--- config.mk ---
export PLATFORM = sky130hd
export DESIGN_NAME = mvfr_regs
export DESIGN_NICKNAME = d
export VERILOG_FILES = /design/src/inc/mvfr_pkg.sv /design/src/inc/mvfr_vid_if.sv /design/src/rtl/mvfr_vid_xlat.sv /design/src/rtl/mvfr_regs.sv
export SDC_FILE = /design/constraint.sdc
export NUM_CORES = 1
export LEC_CHECK = 0
export BUFFER_PORTS_ARGS = -buffer_cell sky130_fd_sc_hd__buf_2
export CORE_MARGIN = 1
export CORE_UTILIZATION = 51
export CTS_CLUSTER_DIAMETER = 120
export CTS_CLUSTER_SIZE = 28
export DETAILED_ROUTE_END_ITERATION = 6
export PLACE_DENSITY = 0.75
export SLEW_MARGIN = 20
export SYNTH_ARGS = -nofsm -noshare
export SYNTH_HDL_FRONTEND = slang
export SYNTH_SLANG_ARGS = --single-unit
--- constraint.sdc ---
create_clock -name core_clk_in -period 3.6 [get_ports core_clk_in]
set_clock_uncertainty 0.05 [all_clocks]
set_input_delay 0 -clock core_clk_in [delete_from_list [all_inputs] [get_ports core_clk_in]]
set_output_delay 0 -clock core_clk_in [all_outputs]
set_load 0.02 [all_outputs]
--- src/inc/mvfr_pkg.sv ---
// Purpose: shared constants for the margin and output fault response command slice
// Assumes: 20 MHz core clock; command codes are the host-visible command bytes
// Notes:   nothing here is synthesised on its own
`default_nettype none
package mvfr_pkg;
  // command codes
  localparam logic [7:0]  CMD_MARGIN_HIGH  = 8'h25;
  localparam logic [7:0]  CMD_MARGIN_LOW   = 8'h26;
  localparam logic [7:0]  CMD_CAL_OFFSET   = 8'h39;
  localparam logic [7:0]  CMD_OV_ACTION    = 8'h41;
  localparam logic [7:0]  CMD_UV_ACTION    = 8'h45;
  // reset and fixed values
  localparam logic [7:0]  MARGIN_RST       = 8'h00;
  localparam logic [15:0] CAL_OFFSET_RST   = 16'h0000;
  localparam logic [7:0]  OV_ACTION_VAL    = 8'h80;
  localparam logic [7:0]  UV_ACTION_VAL    = 8'hBA;
  localparam logic [7:0]  UPPER_ZERO       = 8'h00;
  // calibration offset word layout
  localparam int          CAL_EXP_MSB      = 15;
  localparam int          CAL_EXP_LSB      = 11;
  localparam int          CAL_FRAC_MSB     = 10;
  // status bit positions
  localparam int          SB_VOUT_OV_BIT   = 5;
  localparam int          SB_OTHER_BIT     = 0;
  localparam int          SW_VOUT_BIT      = 15;
  localparam int          SV_OV_BIT        = 7;
  localparam int          SV_UV_BIT        = 4;
  // operation mode selection
  localparam logic [1:0]  OPMODE_NOMINAL   = 2'h0;
  localparam logic [1:0]  OPMODE_MARGIN_HI = 2'h1;
  localparam logic [1:0]  OPMODE_MARGIN_LO = 2'h2;
  // restart delay after an undervoltage shutdown
  localparam int          UV_RETRY_MS      = 22;
  localparam int          CLK_KHZ          = 20000;
  localparam int          UV_RETRY_CYCLES  = UV_RETRY_MS * CLK_KHZ;
  // identification code translation: base and step in millivolts per protocol
  localparam logic [11:0] VID_A_BASE_MV    = 12'h0FA;
  localparam logic [11:0] VID_A_STEP_MV    = 12'h005;
  localparam logic [11:0] VID_B_BASE_MV    = 12'h1F4;
  localparam logic [11:0] VID_B_STEP_MV    = 12'h00A;
endpackage : mvfr_pkg
`default_nettype wire

--- src/inc/mvfr_vid_if.sv ---
// Purpose: carries an identification code and its translated voltage
// Assumes: single clock domain, combinational translation
// Notes:   client drives code and protocol, translator answers with millivolts
`timescale 1ns/1ps
`default_nettype none
interface mvfr_vid_if;
  logic [7:0]  code;
  logic        proto_b;
  logic [11:0] mv;
  modport client (output code, output proto_b, input mv);
  modport xlat   (input code, input proto_b, output mv);
endinterface : mvfr_vid_if
`default_nettype wire

--- src/rtl/mvfr_vid_xlat.sv ---
// Purpose: translate a margin identification code into millivolts
// Assumes: code zero means output off; two linear code tables
// Notes:   purely combinational, result is registered by the caller
`timescale 1ns/1ps
`default_nettype none
module mvfr_vid_xlat (
  // code in, voltage out
  mvfr_vid_if.xlat vid
);
  logic [11:0] steps;
  logic [11:0] prod;

  // code 1 is the base voltage, each further code adds one step
  always_comb begin
    steps = {4'h0, vid.code} - 12'h001;
    prod  = vid.proto_b ? 12'(steps * mvfr_pkg::VID_B_STEP_MV)
                        : 12'(steps * mvfr_pkg::VID_A_STEP_MV);
    if (vid.code == 8'h00) begin
      vid.mv = 12'h000;
    end else if (vid.proto_b) begin
      vid.mv = mvfr_pkg::VID_B_BASE_MV + prod;
    end else begin
      vid.mv = mvfr_pkg::VID_A_BASE_MV + prod;
    end
  end
endmodule : mvfr_vid_xlat
`default_nettype wire

--- src/rtl/mvfr_regs.sv ---
// Purpose: margin targets, current read-back offset and output fault responses
// Assumes: command port driven by a same-clock transaction engine
// Notes:   fault comparators and strap arrive asynchronously and are synchronised
//
// Summary of operation
// - Margin-high low byte writable, reset zero, upper byte zero, used in margin high.
// - Margin-low low byte writable, reset zero, upper byte zero, used in margin low.
// - Margin targets travel as two bytes, right-justified identification code.
// - Codes become voltages via table chosen by strap or vendor configuration.
// - Calibration offset corrects output-current read-back; resets to zero.
// - Offset word: signed 5-bit exponent high, signed 11-bit mantissa low.
// - Overvoltage latches off, sets its status bits, asserts alert.
// - After overvoltage shutdown no restart until faults are cleared.
// - Overvoltage response byte is read-only, fixed 80h.
// - Undervoltage sets other, vout word and undervoltage bits, asserts alert.
// - Undervoltage shuts down immediately, then retries after 22 ms.
// - Undervoltage response byte is read-only, fixed BAh.
`timescale 1ns/1ps
`default_nettype none
module mvfr_regs #(
  parameter int RETRY_CYCLES = mvfr_pkg::UV_RETRY_CYCLES
) (
  // clock, reset, enable
  input  wire logic        core_clk_in,
  input  wire logic        rst_b_in,
  input  wire logic        ce_in,
  // command port
  input  wire logic [7:0]  cmd_code_in,
  input  wire logic        cmd_wr_in,
  input  wire logic [15:0] cmd_wdata_in,
  input  wire logic        cmd_rd_in,
  output logic      [15:0] cmd_rdata_out,
  output logic             cmd_rvalid_out,
  output logic             cmd_unmapped_out,
  // mode and protocol selection
  input  wire logic [1:0]  op_mode_in,
  input  wire logic        ramp_select_strap_in,
  input  wire logic        vendor_config_thirteen_in,
  input  wire logic        vendor_override_in,
  input  wire logic        clear_faults_in,
  // fault comparators (asynchronous)
  input  wire logic        ov_detect_in,
  input  wire logic        uv_detect_in,
  // current read-back
  input  wire logic [10:0] iout_raw_frac_in,
  output logic      [15:0] iout_corrected_out,
  // converter and status
  output logic             converter_en_out,
  output logic      [7:0]  margin_code_out,
  output logic      [11:0] margin_mv_out,
  output logic      [7:0]  status_byte_out,
  output logic      [15:0] status_word_out,
  output logic      [7:0]  status_vout_out,
  output logic             host_alert_line_out
);
  localparam int CW = $clog2(RETRY_CYCLES + 1);

  typedef enum logic [2:0] {
    MVFR_RUN     = 3'b001,
    MVFR_OV_LOCK = 3'b010,
    MVFR_UV_WAIT = 3'b100
  } mvfr_state_t;

  typedef struct packed {
    logic [1:0]  ov_sync;
    logic [1:0]  uv_sync;
    logic [1:0]  strap_sync;
    mvfr_state_t state;
    logic [CW-1:0] wait_cnt;
    logic [7:0]  margin_high_target;
    logic [7:0]  margin_low_target;
    logic [15:0] current_readback_offset;
    logic [15:0] rdata;
    logic        rvalid;
    logic        unmapped;
    logic [15:0] iout_corr;
    logic        conv_en;
    logic [7:0]  margin_code;
    logic [11:0] margin_mv;
    logic [7:0]  status_byte;
    logic [15:0] status_word;
    logic [7:0]  status_vout;
    logic        alert;
  } mvfr_regs_t;

  // top bit of a margin target inside the two-byte command word
  localparam int TGT_MSB = 7;

  // reset image of the whole state; the converter starts enabled
  localparam mvfr_regs_t S_RST = '{
    ov_sync:                 2'b00,
    uv_sync:                 2'b00,
    strap_sync:              2'b00,
    state:                   MVFR_RUN,
    wait_cnt:                '0,
    margin_high_target:      mvfr_pkg::MARGIN_RST,
    margin_low_target:       mvfr_pkg::MARGIN_RST,
    current_readback_offset: mvfr_pkg::CAL_OFFSET_RST,
    rdata:                   16'h0000,
    rvalid:                  1'b0,
    unmapped:                1'b0,
    iout_corr:               16'h0000,
    conv_en:                 1'b1,
    margin_code:             mvfr_pkg::MARGIN_RST,
    margin_mv:               12'h000,
    status_byte:             8'h00,
    status_word:             16'h0000,
    status_vout:             8'h00,
    alert:                   1'b0
  };

  mvfr_regs_t  s_r;
  mvfr_regs_t  s_nxt;
  mvfr_vid_if  vid ();
  logic        ov_flag;
  logic        uv_flag;
  logic [10:0] frac_sum;
  logic [7:0]  sel_code;
  logic        proto_sel;

  ////////////////////////////////////////////////////////////////////////////
  // translation of the selected margin code
  mvfr_vid_xlat u_xlat (
    .vid (vid.xlat)
  );

  // only the second synchroniser stage is ever read by logic
  assign ov_flag = s_r.ov_sync[1];
  assign uv_flag = s_r.uv_sync[1];

  // vendor configuration wins over the strap once software has chosen
  assign proto_sel = vendor_override_in ? vendor_config_thirteen_in
                                        : s_r.strap_sync[1];

  // nominal mode is served elsewhere, so this slice then offers code zero
  assign sel_code = (op_mode_in == mvfr_pkg::OPMODE_MARGIN_HI) ? s_r.margin_high_target :
                    (op_mode_in == mvfr_pkg::OPMODE_MARGIN_LO) ? s_r.margin_low_target  :
                                                                 mvfr_pkg::MARGIN_RST;

  assign vid.code    = sel_code;
  assign vid.proto_b = proto_sel;

  // limitation: raw reading is assumed to share the offset's exponent
  assign frac_sum = 11'(iout_raw_frac_in +
                        s_r.current_readback_offset[mvfr_pkg::CAL_FRAC_MSB:0]);

  ////////////////////////////////////////////////////////////////////////////
  // next-state logic; everything freezes while the clock enable is low
  always_comb begin
    s_nxt = s_r;
    if (ce_in) begin
      // two-stage synchronisers for pins from outside the clock domain
      s_nxt.ov_sync    = {s_r.ov_sync[0], ov_detect_in};
      s_nxt.uv_sync    = {s_r.uv_sync[0], uv_detect_in};
      s_nxt.strap_sync = {s_r.strap_sync[0], ramp_select_strap_in};
      s_nxt.unmapped   = 1'b0;
      // host writes; response bytes ignore writes rather than flag them
      if (cmd_wr_in) begin
        case (cmd_code_in)
          mvfr_pkg::CMD_MARGIN_HIGH: begin
            s_nxt.margin_high_target = cmd_wdata_in[TGT_MSB:0];
          end
          mvfr_pkg::CMD_MARGIN_LOW: begin
            s_nxt.margin_low_target = cmd_wdata_in[TGT_MSB:0];
          end
          mvfr_pkg::CMD_CAL_OFFSET: begin
            s_nxt.current_readback_offset = cmd_wdata_in;
          end
          mvfr_pkg::CMD_OV_ACTION, mvfr_pkg::CMD_UV_ACTION: begin
            s_nxt.unmapped = 1'b0;
          end
          default: begin
            s_nxt.unmapped = 1'b1;
          end
        endcase
      end
      // host reads answer one cycle later; targets come back right-justified
      s_nxt.rvalid = cmd_rd_in;
      if (cmd_rd_in) begin
        case (cmd_code_in)
          mvfr_pkg::CMD_MARGIN_HIGH: begin
            s_nxt.rdata = {mvfr_pkg::UPPER_ZERO, s_r.margin_high_target};
          end
          mvfr_pkg::CMD_MARGIN_LOW: begin
            s_nxt.rdata = {mvfr_pkg::UPPER_ZERO, s_r.margin_low_target};
          end
          mvfr_pkg::CMD_CAL_OFFSET: begin
            s_nxt.rdata = s_r.current_readback_offset;
          end
          mvfr_pkg::CMD_OV_ACTION: begin
            s_nxt.rdata = {mvfr_pkg::UPPER_ZERO, mvfr_pkg::OV_ACTION_VAL};
          end
          mvfr_pkg::CMD_UV_ACTION: begin
            s_nxt.rdata = {mvfr_pkg::UPPER_ZERO, mvfr_pkg::UV_ACTION_VAL};
          end
          default: begin
            s_nxt.rdata    = 16'h0000;
            s_nxt.unmapped = 1'b1;
          end
        endcase
      end
      // clear first, then set, so a fault in the clearing cycle survives
      if (clear_faults_in) begin
        s_nxt.status_byte = 8'h00;
        s_nxt.status_vout = 8'h00;
      end
      if (ov_flag) begin
        s_nxt.status_byte[mvfr_pkg::SB_VOUT_OV_BIT] = 1'b1;
        s_nxt.status_vout[mvfr_pkg::SV_OV_BIT]      = 1'b1;
      end
      if (uv_flag) begin
        s_nxt.status_byte[mvfr_pkg::SB_OTHER_BIT] = 1'b1;
        s_nxt.status_vout[mvfr_pkg::SV_UV_BIT]    = 1'b1;
      end
      // converter control: overvoltage wins over a pending undervoltage retry
      case (s_r.state)
        MVFR_RUN: begin
          if (ov_flag) begin
            s_nxt.state   = MVFR_OV_LOCK;
            s_nxt.conv_en = 1'b0;
          end else if (uv_flag) begin
            s_nxt.state    = MVFR_UV_WAIT;
            s_nxt.conv_en  = 1'b0;
            s_nxt.wait_cnt = CW'(RETRY_CYCLES - 1);
          end
        end
        MVFR_OV_LOCK: begin
          // no retry: only a host clear lets the output come back
          if (clear_faults_in) begin
            s_nxt.state   = MVFR_RUN;
            s_nxt.conv_en = 1'b1;
          end else begin
            s_nxt.conv_en = 1'b0;
          end
        end
        MVFR_UV_WAIT: begin
          if (ov_flag) begin
            s_nxt.state   = MVFR_OV_LOCK;
            s_nxt.conv_en = 1'b0;
          end else if (s_r.wait_cnt == '0) begin
            s_nxt.state   = MVFR_RUN;
            s_nxt.conv_en = 1'b1;
          end else begin
            s_nxt.wait_cnt = s_r.wait_cnt - CW'(1);
          end
        end
        default: begin
          s_nxt.state   = MVFR_RUN;
          s_nxt.conv_en = 1'b0;
        end
      endcase
      s_nxt.status_word                       = 16'h0000;
      s_nxt.status_word[mvfr_pkg::SW_VOUT_BIT] = |s_nxt.status_vout;
      s_nxt.alert = (|s_nxt.status_byte) | (|s_nxt.status_vout);
      // registered margin code and its translated voltage
      s_nxt.margin_code = sel_code;
      s_nxt.margin_mv   = vid.mv;
      s_nxt.iout_corr   = {s_r.current_readback_offset[mvfr_pkg::CAL_EXP_MSB:
                                                       mvfr_pkg::CAL_EXP_LSB],
                           frac_sum};
    end
  end

  // state register
  always_ff @(posedge core_clk_in or negedge rst_b_in) begin
    if (!rst_b_in) begin
      s_r <= S_RST;
    end else begin
      s_r <= s_nxt;
    end
  end

  // outputs come straight from the state register
  assign cmd_rdata_out       = s_r.rdata;
  assign cmd_rvalid_out      = s_r.rvalid;
  assign cmd_unmapped_out    = s_r.unmapped;
  assign iout_corrected_out  = s_r.iout_corr;
  assign converter_en_out    = s_r.conv_en;
  assign margin_code_out     = s_r.margin_code;
  assign margin_mv_out       = s_r.margin_mv;
  assign status_byte_out     = s_r.status_byte;
  assign status_word_out     = s_r.status_word;
  assign status_vout_out     = s_r.status_vout;
  assign host_alert_line_out = s_r.alert;
endmodule : mvfr_regs
`default_nettype wire

==> results of run 1 <==
==> power groups by stage <==
| stage | sequential, uW | clock (uW) | combinational, uW |
|---|---|---|---|
| 2_1_floorplan | 1810 | 0 | 948 |
| 3_3_place_gp | 1850 | 0 | 1170 |
| 3_5_place_dp | 1850 | 0 | 1190 |
| 4_1_cts | 1830 | 1800 | 1230 |
| 5_1_grt | 1860 | 1860 | 1460 |
| 6_report | 1840 | 1770 | 1330 |
==> kinds of logic after synthesis <==
logic type | count (synthesis)
and+or+nand+nor | 247
buffers and inverters | 129
other | 1
DFF | 133
xor gates and xnor gates | 38
muxes | 55
AOI/OAI and AO/OA | 153
adders and majority gates | 30
==> through the flow <==
stage / setup TNS [ns] / power [uW]
after floorplan: 0 / 2760
after global placement: 0 / 3020
after detailed placement: -0.0882 / 3040
after CTS: 0 / 4860
after global routing: -0.101 / 5190
final: 0 / 4940
==> flip-flops by register name, summed over array words and instances, names as in the netlist <==
signal	flops
cmd_rdata_out	16
cmd_rvalid_out	1
cmd_unmapped_out	1
converter_en_out	1
host_alert_line_out	1
iout_corrected_out	16
margin_code_out	8
margin_mv_out	12
ov_flag	1
s_r	59
status_byte_out	8
status_vout_out	8
status_word_out	1
==> cells in the final DEF, fill, tap and decap left out, types with 17 or more instances in the layout <==
| cell type | synthesis | layout |
|---|---|---|
| sky130_fd_sc_hd__dfrtp_1 | 131 | 131 |
| sky130_fd_sc_hd__clkbuf_16 | 0 | 17 |
| sky130_fd_sc_hd__buf_4 | 84 | 37 |
| sky130_fd_sc_hd__mux2_2 | 50 | 50 |
| sky130_fd_sc_hd__o21ai_0 | 25 | 24 |
| sky130_fd_sc_hd__nand2_1 | 75 | 75 |
| sky130_fd_sc_hd__nand3_1 | 21 | 21 |
| sky130_fd_sc_hd__nor2_1 | 47 | 47 |
| sky130_fd_sc_hd__xor2_1 | 20 | 18 |
| sky130_fd_sc_hd__dlygate4sd3_1 | 0 | 26 |
| sky130_fd_sc_hd__buf_2 | 2 | 119 |
| sky130_fd_sc_hd__ha_1 | 28 | 22 |
| sky130_fd_sc_hd__and2_1 | 20 | 19 |
| sky130_fd_sc_hd__a21oi_1 | 39 | 37 |
==> worst max path at each step <==
stage | start | endpoint | slack, ns | cells past startpoint
final | s_r[104] | margin_mv_out[11] | 0.11 | 13
after global routing | s_r[112] | margin_mv_out[11] | -0.05 | 14
after CTS | s_r[104] | margin_mv_out[11] | 0.006 | 13
after detailed placement | op_mode_in[0] | margin_mv_out[11] | -0.09 | 17
after global placement | op_mode_in[0] | margin_mv_out[11] | 0.01 | 15
after floorplan | s_r[104] | margin_mv_out[11] | 0.004 | 14
==> layout make-up <==
| type | count | area (um^2) |
|---|---|---|
| clock inverters | 14 | 164 |
| repair buffers | 183 | 1140 |
| multi-input cells | 538 | 3940 |
| inverters | 17 | 63.8 |
| fillers | 1204 | 5440 |
| well taps | 184 | 230 |
| flip-flops and latches | 133 | 3330 |
| diodes | 2 | 5.00 |
| clock buffers | 18 | 439 |
==> metal layers <==
layer | global-route usage [%] | up-vias | share of wire, %
met5 | 0 | - | 0
met4 | 9.43 | 0 | 2.2
met3 | 5.90 | 32 | 5.1
met2 | 40.6 | 169 | 51
met1 | 29.0 | 2974 | 42
li1 | - | 2895 | -
==> critical path, stage by stage, from the launching register on <==
cell and delay (ns):
sky130_fd_sc_hd__dfrtp_1 0.40, sky130_fd_sc_hd__a22oi_2 0.26, sky130_fd_sc_hd__ha_2 0.27, sky130_fd_sc_hd__nand3_1 0.12
sky130_fd_sc_hd__xor2_2 0.24, sky130_fd_sc_hd__ha_4 0.25, sky130_fd_sc_hd__ha_4 0.25, sky130_fd_sc_hd__a211oi_4 0.25
sky130_fd_sc_hd__nor2_1 0.09, sky130_fd_sc_hd__o311a_1 0.31, sky130_fd_sc_hd__mux2i_1 0.13, sky130_fd_sc_hd__a221o_1 0.28
sky130_fd_sc_hd__o2111a_1 0.25, sky130_fd_sc_hd__a211o_1 0.22
==> synth_stat cells (5+ instances only) <==
library cell / count / area, um^2
sky130_fd_sc_hd__a31oi_1: 7 / 43.8
sky130_fd_sc_hd__mux2_2: 50 / 563
sky130_fd_sc_hd__clkbuf_1: 19 / 71.3
sky130_fd_sc_hd__a22o_1: 8 / 70.1
sky130_fd_sc_hd__a22oi_1: 9 / 67.6
sky130_fd_sc_hd__nor4_1: 8 / 50.1
sky130_fd_sc_hd__or3_1: 8 / 50.1
sky130_fd_sc_hd__dfrtp_1: 131 / 3280
sky130_fd_sc_hd__xor2_1: 20 / 175
sky130_fd_sc_hd__nor2_1: 47 / 176
sky130_fd_sc_hd__o211ai_1: 5 / 37.5
sky130_fd_sc_hd__nor3_1: 16 / 80.1
sky130_fd_sc_hd__nor2b_1: 8 / 50.1
sky130_fd_sc_hd__inv_1: 16 / 60.1
sky130_fd_sc_hd__a21oi_1: 39 / 195
sky130_fd_sc_hd__o21ai_0: 25 / 125
sky130_fd_sc_hd__buf_1: 5 / 18.8
sky130_fd_sc_hd__o31ai_1: 5 / 37.5
sky130_fd_sc_hd__nand3_1: 21 / 105
sky130_fd_sc_hd__a21o_1: 7 / 52.6
sky130_fd_sc_hd__and2_1: 20 / 125
sky130_fd_sc_hd__ha_1: 28 / 350
sky130_fd_sc_hd__buf_4: 84 / 631
sky130_fd_sc_hd__nand2_1: 75 / 282
sky130_fd_sc_hd__xnor2_1: 17 / 149
sky130_fd_sc_hd__and3_1: 8 / 50.1
sky130_fd_sc_hd__o21a_1: 5 / 37.5
==> what timing repair did <==
item                                   CTS  global route
endpoints found under the hold margin  105             0
setup endpoints to repair                2             7
hold buffers                            26             0
pin swaps                                0            16
setup buffers                            0             5
resized for setup                        4            26
==> run_summary.xml, run 1 <==
<?xml version="1.0" encoding="UTF-8"?>
<metrics>
  <group name="power_and_ir_drop">
    <metric name="cell_internal_pwr" unit="uW">3340</metric>
    <metric name="peakVddDrop" unit="uV">351</metric>
    <metric name="total_switching_power" unit="uW">1600</metric>
    <metric name="power.share.combinational" unit="%">26.9</metric>
    <metric name="power_density" unit="nW/um^2">530</metric>
    <metric name="switching_share" unit="%">32.4</metric>
    <metric name="power.static_leakage" unit="uW">0.00452</metric>
    <metric name="sequentialPowerShare" unit="%">37.2</metric>
    <metric name="share_clk_of_total_power" unit="%">35.9</metric>
  </group>
  <group name="routing">
    <metric name="drtPass1Iterations" unit="">5</metric>
    <metric name="ant_nets" unit="">0</metric>
    <metric name="route.detailed.vias_per_inst" unit="">5.57</metric>
    <metric name="totalWireLength" unit="mm">18.2</metric>
    <metric name="drc_errors_left" unit="">0</metric>
    <metric name="route.vias.total" unit="">6070</metric>
    <metric name="drtIter0Drc" unit="">497</metric>
    <metric name="drt-wirelength-per-cell" unit="um">16.7</metric>
  </group>
  <group name="worst_hold_path">
    <metric name="min_delay_worst_endpoint" unit="">cmd_rdata_out[7]</metric>
    <metric name="worst_hold_startpoint" unit="">cmd_code_in[0]</metric>
    <metric name="hold_class" unit="">in -&gt; reg</metric>
    <metric name="hold-path-cell-count" unit="">5</metric>
  </group>
  <group name="logic_synthesis">
    <metric name="synth_xor_area_share" unit="%">4.34</metric>
    <metric name="syn-mean-instance-area" unit="um^2">9.98</metric>
    <metric name="synth_top_flop_cell" unit="">sky130_fd_sc_hd__dfrtp_1</metric>
    <metric name="synth_top_family_by_area" unit="">simple AND/OR/NAND/NOR gates</metric>
    <metric name="syn_area" unit="um^2">7850</metric>
    <metric name="asyncSetResetFlopFracSynth" unit="%">100</metric>
    <metric name="yosys-mux-area-fraction" unit="%">7.88</metric>
    <metric name="synth_compound_area_share" unit="%">13.9</metric>
    <metric name="synth-seq-area-share" unit="%">42.4</metric>
    <metric name="synth_warnings" unit="">0</metric>
    <metric name="syn_inst" unit="">786</metric>
    <metric name="synth_edf_count" unit="">0</metric>
    <metric name="netlist-cell-type-count" unit="">86</metric>
    <metric name="synth_adder_area_share" unit="%">4.98</metric>
    <metric name="synth_simple_gate_area_share" unit="%">16.0</metric>
    <metric name="ys_seq_elements" unit="">133</metric>
  </group>
  <group name="sta">
    <metric name="layout_worst_path_cycle_share" unit="%">97.0</metric>
    <metric name="relSlewSlack" unit="%">41.7</metric>
    <metric name="final.hold.worst_slack" unit="ns">0.0235</metric>
    <metric name="period_needed" unit="ns">3.49</metric>
    <metric name="fmax" unit="GHz">0.286</metric>
    <metric name="worst_pin_slew" unit="ns">0.872</metric>
    <metric name="final.setup.worst_slack" unit="ns">0.108</metric>
    <metric name="finalSetupViolCount" unit="">0</metric>
    <metric name="finalMaxSlewViolations" unit="">0</metric>
    <metric name="report.final.hold_viol_count" unit="">0</metric>
  </group>
  <group name="worst_setup_path">
    <metric name="worst-endpoint-required" unit="ns">3.85</metric>
    <metric name="setup.worst_path.end_class" unit="">register</metric>
    <metric name="depth_of_the_most_critical_reg_to_reg_path" unit="">13</metric>
    <metric name="regToRegSetupSlack" unit="ns">0.11</metric>
    <metric name="crit_path_start_kind" unit="">register</metric>
    <metric name="path_class" unit="">reg -&gt; reg</metric>
    <metric name="worstReg2RegStart" unit="">s_r[104]</metric>
    <metric name="timing.rr.end" unit="">margin_mv_out[11]</metric>
    <metric name="crit_fanout" unit="">4</metric>
    <metric name="worst-endpoint-arrival" unit="ns">3.75</metric>
  </group>
  <group name="clock_tree">
    <metric name="cts-buffers-inserted" unit="">17</metric>
    <metric name="clkTransAtPathRegs" unit="ns">0.06</metric>
    <metric name="tritoncts" unit="">built</metric>
    <metric name="insertion_delay" unit="ns">0.42</metric>
    <metric name="ctsHtreeMaxLevel" unit="">4</metric>
    <metric name="clock_tree.buffer_depth" unit="">2</metric>
    <metric name="clockRootBuffer" unit="">sky130_fd_sc_hd__clkbuf_16</metric>
    <metric name="clkSinkCount" unit="">133</metric>
  </group>
  <group name="global_route">
    <metric name="global_route_wire_length_before_repair" unit="mm">29.6</metric>
    <metric name="gr-total-overflow" unit="">0</metric>
    <metric name="largest_net_degree_at_the_start_of_global_routing" unit="">64</metric>
    <metric name="antenna_found_initial" unit="">2</metric>
    <metric name="first_global_vias" unit="">6029</metric>
    <metric name="gr-usage-all-layers" unit="%">23.8</metric>
  </group>
  <group name="layout">
    <metric name="final_util" unit="%">63.1</metric>
    <metric name="final_cell_area" unit="um^2">9320</metric>
    <metric name="post_route_cells_drive_above_1_share" unit="%">31.8</metric>
    <metric name="area_delta_synth_final" unit="%">18.7</metric>
    <metric name="final_cell_count_no_fill" unit="">1089</metric>
    <metric name="finish.net_count" unit="">968</metric>
  </group>
  <group name="place">
    <metric name="dpl_worst_slack" unit="ns">-0.0882</metric>
    <metric name="globalplace.congestion" unit="">0.841</metric>
    <metric name="buffer_ports.inserted" unit="">120</metric>
    <metric name="placed_cell_area" unit="um^2">8230</metric>
    <metric name="placed_cells" unit="">1024</metric>
    <metric name="dp_hpwl" unit="mm">12.3</metric>
  </group>
  <group name="floorplan">
    <metric name="floorplan.rows" unit="">44</metric>
    <metric name="die_h" unit="um">126</metric>
    <metric name="core-area" unit="um^2">14800</metric>
    <metric name="floorplan.io_pins" unit="">136</metric>
    <metric name="initial_core_util" unit="%">53.2</metric>
    <metric name="dieArea" unit="um^2">15900</metric>
    <metric name="die_w" unit="um">126</metric>
  </group>
  <group name="flow_run">
    <metric name="cap_violations" unit="">0</metric>
  </group>
  <group name="outcome">
    <metric name="run_status" unit="">finished, final reports clean</metric>
  </group>
</metrics>
No activity file was read; power rests on OpenSTA's default activity.
==> inputs of run 2 (changes only) <==
--- a/config.mk
+++ b/config.mk
@@ -5,9 +5,10 @@
 export SDC_FILE = /design/constraint.sdc
 export NUM_CORES = 1
 export LEC_CHECK = 0
+export ABC_CLOCK_PERIOD_IN_PS = 3600
 export BUFFER_PORTS_ARGS = -buffer_cell sky130_fd_sc_hd__buf_2
 export CORE_MARGIN = 1
-export CORE_UTILIZATION = 51
+export CORE_UTILIZATION = 52
 export CTS_CLUSTER_DIAMETER = 120
 export CTS_CLUSTER_SIZE = 28
 export DETAILED_ROUTE_END_ITERATION = 6
@@ -15,4 +16,5 @@
 export SLEW_MARGIN = 20
 export SYNTH_ARGS = -nofsm -noshare
 export SYNTH_HDL_FRONTEND = slang
+export SYNTH_HIERARCHICAL = 1
 export SYNTH_SLANG_ARGS = --single-unit
==> run_summary.xml, run 2 <==
<?xml version="1.0" encoding="UTF-8"?>
<metrics>
  <group name="global_route">
    <metric name="global_route_wire_length_before_repair" unit="mm">30.5</metric>
    <metric name="gr-total-overflow" unit="">0</metric>
    <metric name="antenna_found_initial" unit="">0</metric>
    <metric name="largest_net_degree_at_the_start_of_global_routing" unit="">83</metric>
    <metric name="gr-usage-all-layers" unit="%">23.8</metric>
    <metric name="first_global_vias" unit="">6196</metric>
  </group>
  <group name="sta">
    <metric name="fmax" unit="GHz">0.255</metric>
    <metric name="finalMaxSlewViolations" unit="">0</metric>
    <metric name="layout_worst_path_cycle_share" unit="%">109</metric>
    <metric name="relSlewSlack" unit="%">36.4</metric>
    <metric name="report.final.hold_viol_count" unit="">0</metric>
    <metric name="rsz0062_at_grt" unit="">true</metric>
    <metric name="finalSetupViolCount" unit="">5</metric>
    <metric name="period_needed" unit="ns">3.93</metric>
    <metric name="final.setup.worst_slack" unit="ns">-0.328</metric>
    <metric name="worst_pin_slew" unit="ns">0.953</metric>
  </group>
  <group name="clock_tree">
    <metric name="ctsHtreeMaxLevel" unit="">4</metric>
    <metric name="insertion_delay" unit="ns">0.42</metric>
    <metric name="clock_tree.buffer_depth" unit="">2</metric>
    <metric name="clkSinkCount" unit="">133</metric>
    <metric name="clockRootBuffer" unit="">sky130_fd_sc_hd__clkbuf_16</metric>
    <metric name="cts-buffers-inserted" unit="">17</metric>
    <metric name="clkTransAtPathRegs" unit="ns">0.06</metric>
    <metric name="tritoncts" unit="">built</metric>
  </group>
  <group name="logic_synthesis">
    <metric name="asyncSetResetFlopFracSynth" unit="%">100</metric>
    <metric name="synth_edf_count" unit="">0</metric>
    <metric name="synth-seq-area-share" unit="%">40.7</metric>
    <metric name="syn_area" unit="um^2">8180</metric>
    <metric name="post_synth_most_frequent_cells" unit="">131 x sky130_fd_sc_hd__dfrtp_1, 86 x sky130_fd_sc_hd__buf_4, 60 x sky130_fd_sc_hd__mux2_2, 60 x sky130_fd_sc_hd__nand2_1, 45 x sky130_fd_sc_hd__nor2_1</metric>
    <metric name="netlist.area_leader.share" unit="%">40.1</metric>
    <metric name="synth_top_flop_cell" unit="">sky130_fd_sc_hd__dfrtp_1</metric>
    <metric name="synth_warnings" unit="">6</metric>
    <metric name="ys_seq_elements" unit="">133</metric>
    <metric name="syn_inst" unit="">808</metric>
    <metric name="post-synth-top-count-cell" unit="">sky130_fd_sc_hd__dfrtp_1</metric>
    <metric name="netlist-cell-type-count" unit="">76</metric>
    <metric name="syn-mean-instance-area" unit="um^2">10.1</metric>
    <metric name="synthDominantAreaCellType" unit="">sky130_fd_sc_hd__dfrtp_1</metric>
    <metric name="synth.top_cells.by_area" unit="">sky130_fd_sc_hd__dfrtp_1 40%, sky130_fd_sc_hd__mux2_2 8.3%, sky130_fd_sc_hd__buf_4 7.9%</metric>
  </group>
  <group name="place">
    <metric name="placed_cells" unit="">1086</metric>
    <metric name="dp_hpwl" unit="mm">12.5</metric>
    <metric name="globalplace.congestion" unit="">0.860</metric>
    <metric name="dpl_worst_slack" unit="ns">-0.260</metric>
    <metric name="buffer_ports.inserted" unit="">120</metric>
  </group>
  <group name="floorplan">
    <metric name="core-area" unit="um^2">15300</metric>
    <metric name="die_h" unit="um">127</metric>
    <metric name="floorplan.rows" unit="">45</metric>
    <metric name="initial_core_util" unit="%">53.6</metric>
    <metric name="floorplan.io_pins" unit="">136</metric>
    <metric name="die_w" unit="um">127</metric>
    <metric name="dieArea" unit="um^2">16200</metric>
  </group>
  <group name="worst_setup_path">
    <metric name="worst-endpoint-required" unit="ns">3.85</metric>
    <metric name="setup.worst_path.end_class" unit="">register</metric>
    <metric name="path_class" unit="">reg -&gt; reg</metric>
    <metric name="worst-endpoint-arrival" unit="ns">4.18</metric>
    <metric name="timing.critical_path.cells" unit="">a22o_1 -&gt; or3_4 -&gt; or3_4 -&gt; nor3b_1 -&gt; a21oi_1 -&gt; xnor2_1 -&gt; ha_1 -&gt; a211o_1 -&gt; a21oi_1 -&gt; o21ai_0 -&gt; xor2_1 -&gt; buf_4 -&gt; a311oi_1 -&gt; a211oi_1 -&gt; mux2_4</metric>
    <metric name="critical_path.slowest_cell" unit="">sky130_fd_sc_hd__or3_4</metric>
    <metric name="cp.buffers_inverters" unit="">1</metric>
    <metric name="crit_fanout" unit="">5</metric>
    <metric name="critPathMaxStageDelay" unit="ns">0.43</metric>
    <metric name="crit_path_start_kind" unit="">register</metric>
    <metric name="critical_path.top_delay_family" unit="">compound AO/OA/AOI/OAI gates</metric>
  </group>
  <group name="routing">
    <metric name="route.vias.total" unit="">6281</metric>
    <metric name="drtPass1Iterations" unit="">5</metric>
    <metric name="drc_errors_left" unit="">0</metric>
    <metric name="route.detailed.vias_per_inst" unit="">5.44</metric>
    <metric name="drt-wirelength-per-cell" unit="um">16.1</metric>
    <metric name="ant_nets" unit="">0</metric>
    <metric name="totalWireLength" unit="mm">18.6</metric>
    <metric name="drtIter0Drc" unit="">349</metric>
  </group>
  <group name="layout">
    <metric name="finish.net_count" unit="">1008</metric>
    <metric name="final_cell_count_no_fill" unit="">1154</metric>
    <metric name="largest_register_ffs" unit="">59</metric>
    <metric name="layout.cells.most_common_list" unit="">131 x sky130_fd_sc_hd__dfrtp_1, 119 x sky130_fd_sc_hd__buf_2, 61 x sky130_fd_sc_hd__buf_4</metric>
    <metric name="fillerInstances" unit="">1158</metric>
    <metric name="top_register_by_number_of_flip_flops" unit="">s_r</metric>
    <metric name="num_antenna_cells" unit="">0</metric>
    <metric name="mostFrequentLayoutCell" unit="">sky130_fd_sc_hd__dfrtp_1</metric>
    <metric name="post_route_cells_drive_above_1_share" unit="%">37.2</metric>
    <metric name="area_delta_synth_final" unit="%">21.7</metric>
    <metric name="final_util" unit="%">65.3</metric>
  </group>
  <group name="worst_hold_path">
    <metric name="hold_class" unit="">in -&gt; reg</metric>
  </group>
  <group name="power_and_ir_drop">
    <metric name="power_density" unit="nW/um^2">520</metric>
    <metric name="peakVddDrop" unit="uV">352</metric>
    <metric name="power.static_leakage" unit="uW">0.00476</metric>
  </group>
  <group name="flow_run">
    <metric name="cap_violations" unit="">0</metric>
  </group>
  <group name="outcome">
    <metric name="run_status" unit="">finished with violations</metric>
    <metric name="violated_checks" unit="">negative setup slack</metric>
  </group>
</metrics>
[run 2: worst min-delay path: stages]
cell                       delay (ns)
sky130_fd_sc_hd__buf_2           0.09
sky130_fd_sc_hd__ha_1            0.17
sky130_fd_sc_hd__a211oi_1        0.06
sky130_fd_sc_hd__o22ai_1         0.12
[run 2: path summary, 6_finish.rpt]
| path | start | end | slack [ns] | depth (start not counted) |
|---|---|---|---|---|
| max | s_r[105] | margin_mv_out[11] | -0.33 | 15 |
| min | iout_raw_frac_in[3] | iout_corrected_out[3] | 0.02 | 4 |
| max reg2reg | s_r[105] | margin_mv_out[11] | -0.33 | 15 |
| min reg2reg | cmd_rdata_out[15] | cmd_rdata_out[15] | 0.41 | 2 |
| max in group asynchronous | rst_b_in | margin_code_out[0] | 2.53 | 3 |
| min in group asynchronous | rst_b_in | status_byte_out[2] | 0.13 | 2 |
[run 2: cell type report]
class	instances	area, um^2	share of cell area [%]
multi-input combinational	540	4290	43.1
sequential	133	3330	33.4
timing repair buffer	209	1350	13.5
clock buffer	21	470	4.72
tap	211	264	2.65
clock inverter	11	148	1.48
inverter	29	109	1.09
[run 2: cell families after synthesis]
group	share of synthesized area, %
other	0.0458
and+or+nand+nor	15.9
buffers and inverters	11.3
xor gates and xnor gates	3.84
AOI/OAI and AO/OA	12.7
muxes	10.8
adders and majority gates	4.77
DFF	40.7
[run 2: per-stage QoR]
stage	power [uW]	setup TNS [ns]	instance area, um^2	hold WS (ns)
floorplan	2870	-0.487	8290	-0.346
global placement	3150	-0.654	8740	0.0481
detailed placement	3180	-1.01	8740	0.0408
CTS	5120	-0.506	9820	0.00297
global route	5450	-1.95	9960	0.0466
finish	5180	-1.18	9960	0.0195
[run 2: metal layers]
layer,vias up,track usage [%],share of wire [%]
li1,3028,-,-
met1,3031,29.9,44
met2,191,39.3,49
met3,31,5.65,5.4
met4,0,9.80,1.7
met5,-,0,0
[run 2: timing repair]
action | 4_1_cts | 5_1_grt
pin swaps | 16 | 13
hold endpoints to repair | 123 | 0
setup buffers | 4 | 5
hold buffers | 27 | 0
endpoints found under the setup margin | 6 | 7
resized for setup | 27 | 18
[run 2: power by group]
part / switching (uW) / leakage [uW] / total, uW / internal, uW
Combinational: 815 / 0.00274 / 1550 / 733
Clock: 645 / 0.000303 / 1790 / 1140
Sequential: 183 / 0.00171 / 1850 / 1660
